<file path="config.mk">
export PLATFORM = sky130hd
export DESIGN_NAME = uart_flow_control
export DESIGN_NICKNAME = d
export VERILOG_FILES = /design/src/verilog/uart_flow_pkg.sv /design/src/verilog/bit_sync.sv /design/src/verilog/uart_flow_control.sv
export VERILOG_INCLUDE_DIRS = /design/src /design/src/verilog
export SDC_FILE = /design/constraint.sdc
export NUM_CORES = 1
export LEC_CHECK = 0
export BUFFER_PORTS_ARGS = -buffer_cell sky130_fd_sc_hd__buf_2
export CELL_PAD_IN_SITES_DETAIL_PLACEMENT = 0
export CELL_PAD_IN_SITES_GLOBAL_PLACEMENT = 2
export CORE_ASPECT_RATIO = 0.5
export CORE_MARGIN = 2
export CORE_UTILIZATION = 35
export DETAILED_ROUTE_END_ITERATION = 7
export GPL_TIMING_DRIVEN = 0
export PLACE_DENSITY_LB_ADDON = 0.1
export SKIP_LAST_GASP = 1
export SLEW_MARGIN = 30
export SYNTH_ARGS = -nofsm -noshare
export SYNTH_HDL_FRONTEND = slang
export SYNTH_HIERARCHICAL = 1
export SYNTH_SLANG_ARGS = --single-unit
</file>
<file path="constraint.sdc">
create_clock -name clk_sys -period 5.3 [get_ports clk_sys]
set_clock_uncertainty 0.2 [all_clocks]
set_input_delay 0.53 -clock clk_sys [delete_from_list [all_inputs] [get_ports clk_sys]]
set_output_delay 0.53 -clock clk_sys [all_outputs]
set_load 0.03 [all_outputs]
</file>
<file path="src/verilog/uart_flow_map.svh">
// Register offsets, field positions, reset values and fixed codes of the UART control section.
`ifndef UART_FLOW_MAP_SVH
`define UART_FLOW_MAP_SVH

// ****************************************************************
// Register offsets, as seen by the vendor requests
// ****************************************************************
`define PORT_ENABLE_OFS 10'h000
`define MODE_SELECT_OFS 10'h006
`define RESUME_CHAR_OFS 10'h007
`define PAUSE_CHAR_OFS 10'h008
`define SLEEP_LEVELS_OFS 10'h06a
`define SLEEP_BEHAVIOUR_OFS 10'h06b
`define REVISION_OFS 10'h260
`define LINK_STATUS_OFS 10'h262

// ****************************************************************
// Field positions
// ****************************************************************
`define TX_ENABLE_BIT 0
`define RX_ENABLE_BIT 1
`define HALF_DUPLEX_BIT 3
`define MODE_MSB 2
`define MODE_LSB 0
`define ADDRESS_FLAG_BIT 8

// ****************************************************************
// Reset values and write masks
// ****************************************************************
`define PORT_ENABLE_RESET 16'h0000
`define MODE_SELECT_RESET 16'h0000
`define RESUME_CHAR_RESET 16'h0011
`define PAUSE_CHAR_RESET 16'h0013
`define SLEEP_RESET 16'h0000
`define LINK_STATUS_RESET 16'h0000
`define PORT_ENABLE_MASK 16'h0003
`define MODE_SELECT_MASK 16'h000f
`define CHAR_MASK 16'h00ff
`define LINK_STATUS_MASK 16'h3f3f
`define READ_NONE 16'h0000

// Arbitrary neutral revision value.
`define REVISION_VALUE 16'h0001

`endif

</file>
<file path="src/verilog/uart_flow_pkg.sv">
// Types shared by the UART flow-control section.
package uart_flow_pkg;

  // Kinds of vendor request arriving from the host.
  typedef enum logic [2:0] {
    REQ_NONE = 3'b000,
    REQ_REG_WRITE = 3'b001,
    REQ_REG_READ = 3'b010,
    REQ_REVISION_READ = 3'b011,
    REQ_STATUS_WRITE = 3'b100,
    REQ_STATUS_READ = 3'b101
  } request_kind_t;

  // Flow-control modes held in the low field of the mode register.
  typedef enum logic [2:0] {
    MODE_NONE = 3'b000,
    MODE_HW_HANDSHAKE = 3'b001,
    MODE_SW_XON = 3'b010,
    MODE_MULTIDROP_RX = 3'b011,
    MODE_MULTIDROP_RXTX = 3'b100
  } flow_mode_t;

endpackage

</file>
<file path="src/verilog/bit_sync.sv">
// Two-flop synchroniser for a level arriving from a pin.
`timescale 1ns/1ps
`default_nettype none

module bit_sync #(
  parameter logic RESET_LEVEL = 1'b1
) (
  input wire logic clk_sys,
  input wire logic srst,
  input wire logic async_in,
  output logic sync_out
);

  logic meta_reg;

  // The first flop feeds only the second, so metastability settles before use.
  always_ff @(posedge clk_sys) begin
    if (srst) begin
      meta_reg <= RESET_LEVEL;
      sync_out <= RESET_LEVEL;
    end else begin
      meta_reg <= async_in;
      sync_out <= meta_reg;
    end
  end

endmodule // bit_sync

`default_nettype wire

</file>
<file path="src/verilog/uart_flow_control.sv">
// UART enables, flow-control mode selection, half-duplex gating and address matching.
`timescale 1ns/1ps
`default_nettype none
`include "uart_flow_map.svh"

module uart_flow_control (
  input wire logic clk_sys,
  input wire logic srst,
  input wire logic req_valid,
  input wire logic [2:0] req_kind,
  input wire logic [9:0] req_addr,
  input wire logic [15:0] req_wdata,
  output logic resp_valid,
  output logic [15:0] resp_rdata,
  input wire logic rx_pin,
  output logic rx_line_gated,
  input wire logic rx_char_valid,
  input wire logic [8:0] rx_char,
  input wire logic tx_busy,
  output logic rx_data_valid,
  output logic [7:0] rx_data,
  output logic tx_enable_out,
  output logic rx_enable_out,
  output logic hw_handshake_on,
  output logic tx_permit
);

  // ****************************************************************
  // Register file
  // ****************************************************************
  logic [15:0] enable_reg;
  logic [15:0] mode_reg;
  logic [15:0] resume_reg;
  logic [15:0] pause_reg;
  logic [15:0] sleep_levels_reg;
  logic [15:0] sleep_behaviour_reg;
  logic [15:0] link_status_reg;
  logic [15:0] rdata_next;
  logic reg_write;
  logic reg_read;
  logic status_write;
  logic rx_line_sync;
  logic paused_reg;
  logic paused_next;
  logic matched_reg;
  logic matched_next;
  logic accept;
  logic forward;
  logic is_sw;
  logic is_multidrop;
  logic addr_hit;
  uart_flow_pkg::flow_mode_t mode;

  assign reg_write = req_valid && (req_kind == uart_flow_pkg::REQ_REG_WRITE);
  assign reg_read = req_valid && (req_kind == uart_flow_pkg::REQ_REG_READ);
  assign status_write = req_valid && (req_kind == uart_flow_pkg::REQ_STATUS_WRITE);
  assign mode = uart_flow_pkg::flow_mode_t'(mode_reg[`MODE_MSB:`MODE_LSB]);
  assign is_sw = (mode == uart_flow_pkg::MODE_SW_XON);
  assign is_multidrop = (mode == uart_flow_pkg::MODE_MULTIDROP_RX) ||
                        (mode == uart_flow_pkg::MODE_MULTIDROP_RXTX);

  // Register writes; the host is trusted to disable the port first, so no interlock is built.
  always_ff @(posedge clk_sys) begin
    if (srst) begin
      enable_reg <= `PORT_ENABLE_RESET;
      mode_reg <= `MODE_SELECT_RESET;
      resume_reg <= `RESUME_CHAR_RESET;
      pause_reg <= `PAUSE_CHAR_RESET;
      sleep_levels_reg <= `SLEEP_RESET;
      sleep_behaviour_reg <= `SLEEP_RESET;
    end else if (reg_write) begin
      // Upper bits of the enable, mode and character registers are masked so they read back as zero; the sleep registers keep all 16 bits.
      unique case (req_addr)
        `PORT_ENABLE_OFS: enable_reg <= req_wdata & `PORT_ENABLE_MASK;
        `MODE_SELECT_OFS: mode_reg <= req_wdata & `MODE_SELECT_MASK;
        `RESUME_CHAR_OFS: resume_reg <= req_wdata & `CHAR_MASK;
        `PAUSE_CHAR_OFS: pause_reg <= req_wdata & `CHAR_MASK;
        `SLEEP_LEVELS_OFS: sleep_levels_reg <= req_wdata;
        `SLEEP_BEHAVIOUR_OFS: sleep_behaviour_reg <= req_wdata;
        default: begin
        end
      endcase
    end
  end

  // The link status word is reachable by its own write request only.
  always_ff @(posedge clk_sys) begin
    if (srst) begin
      link_status_reg <= `LINK_STATUS_RESET;
    end else if (status_write) begin
      link_status_reg <= req_wdata & `LINK_STATUS_MASK;
    end
  end

  // Read multiplexer; revision and status hide from general reads.
  always_comb begin
    rdata_next = `READ_NONE;
    if (reg_read) begin
      unique case (req_addr)
        `PORT_ENABLE_OFS: rdata_next = enable_reg;
        `MODE_SELECT_OFS: rdata_next = mode_reg;
        `RESUME_CHAR_OFS: rdata_next = resume_reg;
        `PAUSE_CHAR_OFS: rdata_next = pause_reg;
        `SLEEP_LEVELS_OFS: rdata_next = sleep_levels_reg;
        `SLEEP_BEHAVIOUR_OFS: rdata_next = sleep_behaviour_reg;
        default: rdata_next = `READ_NONE;
      endcase
    end else if (req_valid && (req_kind == uart_flow_pkg::REQ_REVISION_READ)) begin
      rdata_next = `REVISION_VALUE;
    end else if (req_valid && (req_kind == uart_flow_pkg::REQ_STATUS_READ)) begin
      rdata_next = link_status_reg;
    end
  end

  // Every request of a kind other than REQ_NONE gets a one-cycle answer on the next edge.
  always_ff @(posedge clk_sys) begin
    if (srst) begin
      resp_valid <= 1'b0;
      resp_rdata <= `READ_NONE;
    end else begin
      resp_valid <= req_valid && (req_kind != uart_flow_pkg::REQ_NONE);
      resp_rdata <= rdata_next;
    end
  end

  // ****************************************************************
  // Receive path
  // ****************************************************************
  bit_sync #(
    .RESET_LEVEL(1'b1)
  ) rx_pin_sync (
    .clk_sys(clk_sys),
    .srst(srst),
    .async_in(rx_pin),
    .sync_out(rx_line_sync)
  );

  // In half-duplex the line shows idle while sending, so own echoes never frame.
  always_ff @(posedge clk_sys) begin
    if (srst) begin
      rx_line_gated <= 1'b1;
    end else begin
      rx_line_gated <= (mode_reg[`HALF_DUPLEX_BIT] && tx_busy) ? 1'b1 : rx_line_sync;
    end
  end

  // Classify each received character and update pause and match state.
  always_comb begin
    accept = rx_char_valid && enable_reg[`RX_ENABLE_BIT] &&
             !(mode_reg[`HALF_DUPLEX_BIT] && tx_busy);
    addr_hit = (rx_char[7:0] == resume_reg[7:0]) || (rx_char[7:0] == pause_reg[7:0]);
    forward = accept;
    paused_next = is_sw ? paused_reg : 1'b0;
    matched_next = is_multidrop ? matched_reg : 1'b0;
    if (accept && is_sw) begin
      // Flow characters are consumed and not handed on.
      if (rx_char[7:0] == pause_reg[7:0]) begin
        paused_next = 1'b1;
        forward = 1'b0;
      end else if (rx_char[7:0] == resume_reg[7:0]) begin
        paused_next = 1'b0;
        forward = 1'b0;
      end
    end else if (accept && is_multidrop) begin
      if (rx_char[`ADDRESS_FLAG_BIT]) begin
        // A foreign address drops the match, so data for other nodes is skipped.
        matched_next = addr_hit;
        forward = 1'b0;
      end else begin
        forward = matched_reg;
      end
    end
  end

  // Pause and match flags; received characters move them, and leaving their mode clears them.
  always_ff @(posedge clk_sys) begin
    if (srst) begin
      paused_reg <= 1'b0;
      matched_reg <= 1'b0;
    end else begin
      paused_reg <= paused_next;
      matched_reg <= matched_next;
    end
  end

  // Forwarded data leave the block one cycle after arrival.
  always_ff @(posedge clk_sys) begin
    if (srst) begin
      rx_data_valid <= 1'b0;
      rx_data <= 8'h00;
    end else begin
      rx_data_valid <= forward;
      rx_data <= rx_char[7:0];
    end
  end

  // ****************************************************************
  // Transmit control and mode outputs
  // ****************************************************************
  // The handshake pin pair is chosen elsewhere, so only the mode flag leaves here.
  always_ff @(posedge clk_sys) begin
    if (srst) begin
      tx_enable_out <= 1'b0;
      rx_enable_out <= 1'b0;
      hw_handshake_on <= 1'b0;
      tx_permit <= 1'b0;
    end else begin
      tx_enable_out <= enable_reg[`TX_ENABLE_BIT];
      rx_enable_out <= enable_reg[`RX_ENABLE_BIT];
      hw_handshake_on <= (mode == uart_flow_pkg::MODE_HW_HANDSHAKE);
      tx_permit <= enable_reg[`TX_ENABLE_BIT] && !(is_sw && paused_reg) &&
                   !((mode == uart_flow_pkg::MODE_MULTIDROP_RXTX) && !matched_reg);
    end
  end
endmodule // uart_flow_control

`default_nettype wire

</file>
# Word level (Yosys, flattened, before mapping)

Cells that the tools add are included.

$add $sub $neg: 0
$mul: 0
Div/mod/pow operators: 0
Order comparisons: 0
Equality and inequality tests: 16
Shift-type cells: 0
Multiplexer cells: 17
Bitwise operators: 0
Reduce and logical (&&, ||, !) cells: 30

Operators by type and width:

| kind                | count |
|---|---|
| $pmux 16 s6         | 1 |
| $mux 14             | 2 |
| $eq 10x3->1 const B | 2 |
| $eq 10x7->1 const B | 2 |
| $eq 8x8->1          | 2 |
| $mux 16             | 1 |
| $logic_and 1x1->1   | 15 |
| $mux 1              | 13 |
| $eq 3x2->1 const B  | 4 |
| $reduce_and 2->1    | 6 |
| $eq 10x4->1 const B | 1 |
| $logic_not 10->1    | 1 |
| $eq 3x3->1 const B  | 3 |
| $eq 3x1->1 const B  | 2 |
| $logic_not 1->1     | 4 |
| $reduce_bool 3->1   | 1 |
| $logic_or 1x1->1    | 2 |
| $reduce_or 2->1     | 1 |

Register bits: 101
Bits in latches: 0
Bits in writable memories: 0
Bits in read-only memories: 0
Bits of input ports: 44
Output and inout port bits: 31
Word-level logic and storage cells: 83
Memories: 0

# Depth between registers and ports, before layout

Depth in word-level cells: 6
Mapped depth: 8
Gate-level depth less buffers: 5

# Hierarchy

The synthesis kept the hierarchy.

Modules (own cells, without submodules):

| module            | instances | cells each | area each (µm²) | seq. area each (µm²) |
|---|---|---|---|---|
| uart_flow_control | 1         | 478        | 4131.5          | 1981.9 |
| bit_sync          | 1         | 4          | 52.6            | 40.0 |

# Worst setup path before layout

Ideal clock, no wire load.

Kind: input to register
Start: in req_addr[3]
End: reg sleep_behaviour_reg[5]
Setup time: 0.132 ns
Arrival: 1.804 ns
Required time: 4.968 ns
Slack: 3.164 ns
Cell stages on the path: 8
Path buffers: 3
Cell sequence: buf_4 nor4b_4 nand3_2 or2_1 buf_2 buf_6 nand2_1 a21oi_1

Word-level cells in the longest chain between the ends: 2

RTL lines:

| what                       | line                    | source |
|---|---|---|
| from (decl)                | uart_flow_control.sv:11 | `input wire logic [9:0] req_addr,` |
| $eq 10x7->1                | uart_flow_control.sv:73 | `unique case (req_addr)` |
| $reduce_and 2->1 (no line) | -                       |  |
| to (signal assigned)       | uart_flow_control.sv:70 | `` sleep_behaviour_reg <= `SLEEP_RESET; `` |
| to (signal assigned)       | uart_flow_control.sv:79 | `` `SLEEP_BEHAVIOUR_OFS: sleep_behaviour_reg <= req_wdata; `` |
| to (decl)                  | uart_flow_control.sv:36 | `logic [15:0] sleep_behaviour_reg;` |

No other way between the ends.
A chain may end at the register's enable or synchronous reset.

# Final worst setup path

Start: in req_addr[2]
End: reg sleep_levels_reg[14]

Word-level cells in the longest chain between the ends: 2

RTL lines:

| what                       | line                    | source |
|---|---|---|
| $eq 10x7->1                | uart_flow_control.sv:73 |  |
| $reduce_and 2->1 (no line) | -                       |  |
| to (signal assigned)       | uart_flow_control.sv:69 | `` sleep_levels_reg <= `SLEEP_RESET; `` |
| to (signal assigned)       | uart_flow_control.sv:78 | `` `SLEEP_LEVELS_OFS: sleep_levels_reg <= req_wdata; `` |
| to (decl)                  | uart_flow_control.sv:35 | `logic [15:0] sleep_levels_reg;` |

No other way between the ends.

==> results.sh <==
export IMPL_yosys_top_cells_area="dfxtp_1, nand2_1, a21oi_1"
export IMPL_met1Wirelength_mm=6.41
export IMPL_post_drt_wl_per_cell_um=16.7
export IMPL_setup_violations=0
export IMPL_grt_pass1_vias=3296
export IMPL_period_needed_ns=2.31
export IMPL_synth_cells=482
export IMPL_synth_nets=526
export IMPL_period_share_pct=43.5
export IMPL_wl_mm=12.3
export IMPL_clk_pin_slew_ns=0.08
export IMPL_gp_congestion=0.768
export IMPL_wl_met2_mm=5.22
export IMPL_slew_viol_final=0
export IMPL_cts_sinks=101
export IMPL_coreArea_um2=11700
export IMPL_finish_utilization_pct=42.9
export IMPL_internal_power_uw=1130
export IMPL_vdd_drop_max_mv=0.146
export IMPL_synth_cell_types=51
export IMPL_cts_setup_buffers=0
export IMPL_antenna_found_initial=0
export IMPL_initial_core_util_pct=35.7
export IMPL_worstReg2RegStart="enable_reg[1]$_SDFFE_PP0P_"
export IMPL_hold_path_depth=2
export IMPL_pwr_share_seq_pct=51.1
export IMPL_clk_path_buf_depth=2
export IMPL_cts_hold_buffers_added=0
export IMPL_crit_path_end_kind="flip-flop"
export IMPL_drc=0
export IMPL_slowest_stage="nor4b_4"
export IMPL_cap_violations=0
export IMPL_ys_flop_type="dfxtp_1"
export IMPL_register_area_um2=2020
export IMPL_drive_gt1_share_pct=19.6
export IMPL_cp_cell_sequence="buf_2, nor4b_4, nand3_2, nand2b_1, clkbuf_1, buf_2, nand2_1, a21oi_1"
export IMPL_syn_area_per_cell_um2=8.68
export IMPL_final_setup_tns_ns=0
export IMPL_routed_via_density=4.83
export IMPL_setup_slack_ns=2.99
export IMPL_final_hold_violation_count=0
export IMPL_htree_num_levels=3
export IMPL_die_area_um2=12900
export IMPL_layout_nets=610
export IMPL_worstMarginPinSlew_ns=0.851
export IMPL_dpl_hpwl_mm=8.77
export IMPL_p_per_area_nw_per_um2=298
export IMPL_cts_buffers_inserted=9
export IMPL_grt_ovfl_total=0
export IMPL_yosysSeqAreaShare_pct=48.3
export IMPL_multi_input_area_um2=2030
export IMPL_dr_first_iter_drc_count=177
export IMPL_p_comb_share_pct=6.5
export IMPL_fillCellCount=1237
export IMPL_path_max_fanout=10
export IMPL_highest_layer="met4"
export IMPL_synth_top_area_share_pct=48.3
export IMPL_hold_path_class="input port to flip-flop"
export IMPL_hold_path_end="rx_pin_sync/meta_reg$_SDFF_PP1_"
export IMPL_ioPinCount=75
export IMPL_yosys_warnings=6
export IMPL_critPathMaxStageDelay_ns=0.60
export IMPL_clock_latency_ns=0.35
export IMPL_cpMostUsedCell="buf_2"
export IMPL_p_clk_share_pct=42.5
export IMPL_critical_path_class="input port to flip-flop"
export IMPL_p_sw_uw=377
export IMPL_drtPass1Iterations=4
export IMPL_reg2reg_to="matched_reg$_SDFF_PP0_"
export IMPL_start_kind="input port"
export IMPL_synth_area_um2=4180
export IMPL_netSwitchingFraction_pct=25.1
export IMPL_rows=28
export IMPL_synth_edf_count=0
export IMPL_p_leak_uw=0.00186
export IMPL_drtAntennaViolNets=0
export IMPL_cts_resized_gates=0
export IMPL_ys_ff_latch=101
export IMPL_met3_length_um=656
export IMPL_r2r_slack_ns=3.66
export IMPL_synth_top_area_cell="dfxtp_1"
export IMPL_fmaxAchievable_mhz=433
export IMPL_area_delta_synth_final_pct=20.4
export IMPL_cp_arrival_ns=2.32
export IMPL_place_ws_ns=2.66
export IMPL_cp_data_required_time_ns=5.31
export IMPL_async_reset_ff_share_pct=0
export IMPL_min_from="rx_pin"
export IMPL_dr_total_vias=3556
export IMPL_max_slew_margin_pct=43.3
export IMPL_grt_use_total_pct=19.7
export IMPL_die_h_um=81.3
export IMPL_rsz0062_at_grt="no"
export IMPL_portBuffers=73
export IMPL_ff2ff_path_depth=5
export IMPL_die_x_um=159
export IMPL_grt_pass1_wl_mm=18.6
export IMPL_n_antenna_cell=0
export IMPL_cts_root_buf="clkbuf_16"
export IMPL_grt_max_degree=19
export IMPL_outcome="completed"
export IMPL_cts_tree="done"
-- cell usage in the layout (no fill, tap or decap), types with 2 or more instances in the layout --
master,n
clkbuf_1,16
dfxtp_1,101
a21oi_1,58
o22ai_1,2
clkinvlp_4,2
nand2_1,126
buf_4,4
nor2_1,22
nor4b_1,4
mux2i_1,26
and3_1,4
o21ai_0,11
nand4_1,4
inv_6,2
a211o_1,3
mux2_2,3
xnor2_1,16
nand3_1,8
nor4_1,2
inv_1,2
a221oi_1,2
or2_1,3
clkbuf_16,9
nand2b_1,5
a32oi_1,5
o2bb2ai_1,4
nand3b_1,5
nor2b_1,16
buf_2,79
-- per-layer routing --
metal  GRT usage, %  vias to the layer above
met1           27.9                     1656
li1               -                     1815
met5              0                        -
met4           5.05                        0
met3           5.07                        2
met2           29.9                       83
-- power by group through the flow --
stage	clock (uW)	sequential, uW	combinational [uW]
detailed placement	0	785	98.3
global route	683	767	105
finish	638	767	97.1
global placement	0	785	98.9
CTS	655	767	98.6
floorplan	0	793	38.6
-- per-stage QoR --
stage               hold slack [ns]  power, uW  instances  instance area (um2)
floorplan                     0.185        832        482                 4180
global placement              0.194        883        720                 4760
detailed placement            0.203        883        720                 4760
CTS                           0.154       1520        736                 5040
global route                  0.159       1560        736                 5040
finish                        0.164       1500        736                 5040
-- worst max path at each step --
stage / from / to / slack, ns / cells after the start
floorplan: req_addr[3] / sleep_behaviour_reg[5]$_SDFFE_PP0P_ / 3.16 / 8
detailed placement: req_addr[2] / sleep_levels_reg[14]$_SDFFE_PP0P_ / 2.66 / 8
global placement: req_addr[0] / resp_rdata[1]$_SDFF_PP0_ / 2.62 / 6
global route: req_addr[2] / resp_rdata[13]$_SDFF_PP0_ / 2.88 / 6
finish: req_addr[2] / sleep_levels_reg[14]$_SDFFE_PP0P_ / 2.99 / 8
CTS: req_addr[2] / sleep_levels_reg[14]$_SDFFE_PP0P_ / 3.01 / 8
-- area by class of cell --
class | instances | area share, %
buffer | 26 | 2.53
sequential | 101 | 40.1
timing repair buffer | 73 | 7.25
clock buffer | 10 | 4.55
clock inverter | 6 | 1.04
tap | 165 | 4.10
inverter | 2 | 0.149
multi-input combinational | 353 | 40.2
-- critical path: cells and delay by family --
family / cells / cell delay (ns)
AOI/OAI and AO/OA: 1 / 0.06
buffers and inverters: 3 / 0.58
and+or+nand+nor: 4 / 1.15
-- cell families after synthesis --
family | synth area share, %
compound gates | 13.5
xor+xnor | 3.35
simple gates | 24.6
mux | 7.03
flops | 48.3
buf+inv | 3.23
-- cell usage after synthesis, types with 4 or more instances --
cell type / n
nand3b_1: 5
buf_4: 4
nand4_1: 4
o2bb2ai_1: 4
a32oi_1: 5
and3_1: 4
nand2b_1: 5
a21oi_1: 58
nand2_1: 126
nand3_1: 8
clkbuf_1: 15
nor4b_1: 4
mux2i_1: 26
xnor2_1: 16
dfxtp_1: 101
nor2b_1: 16
o21ai_0: 11
nor2_1: 22
buf_2: 6
(Power assumes the default switching activity.)
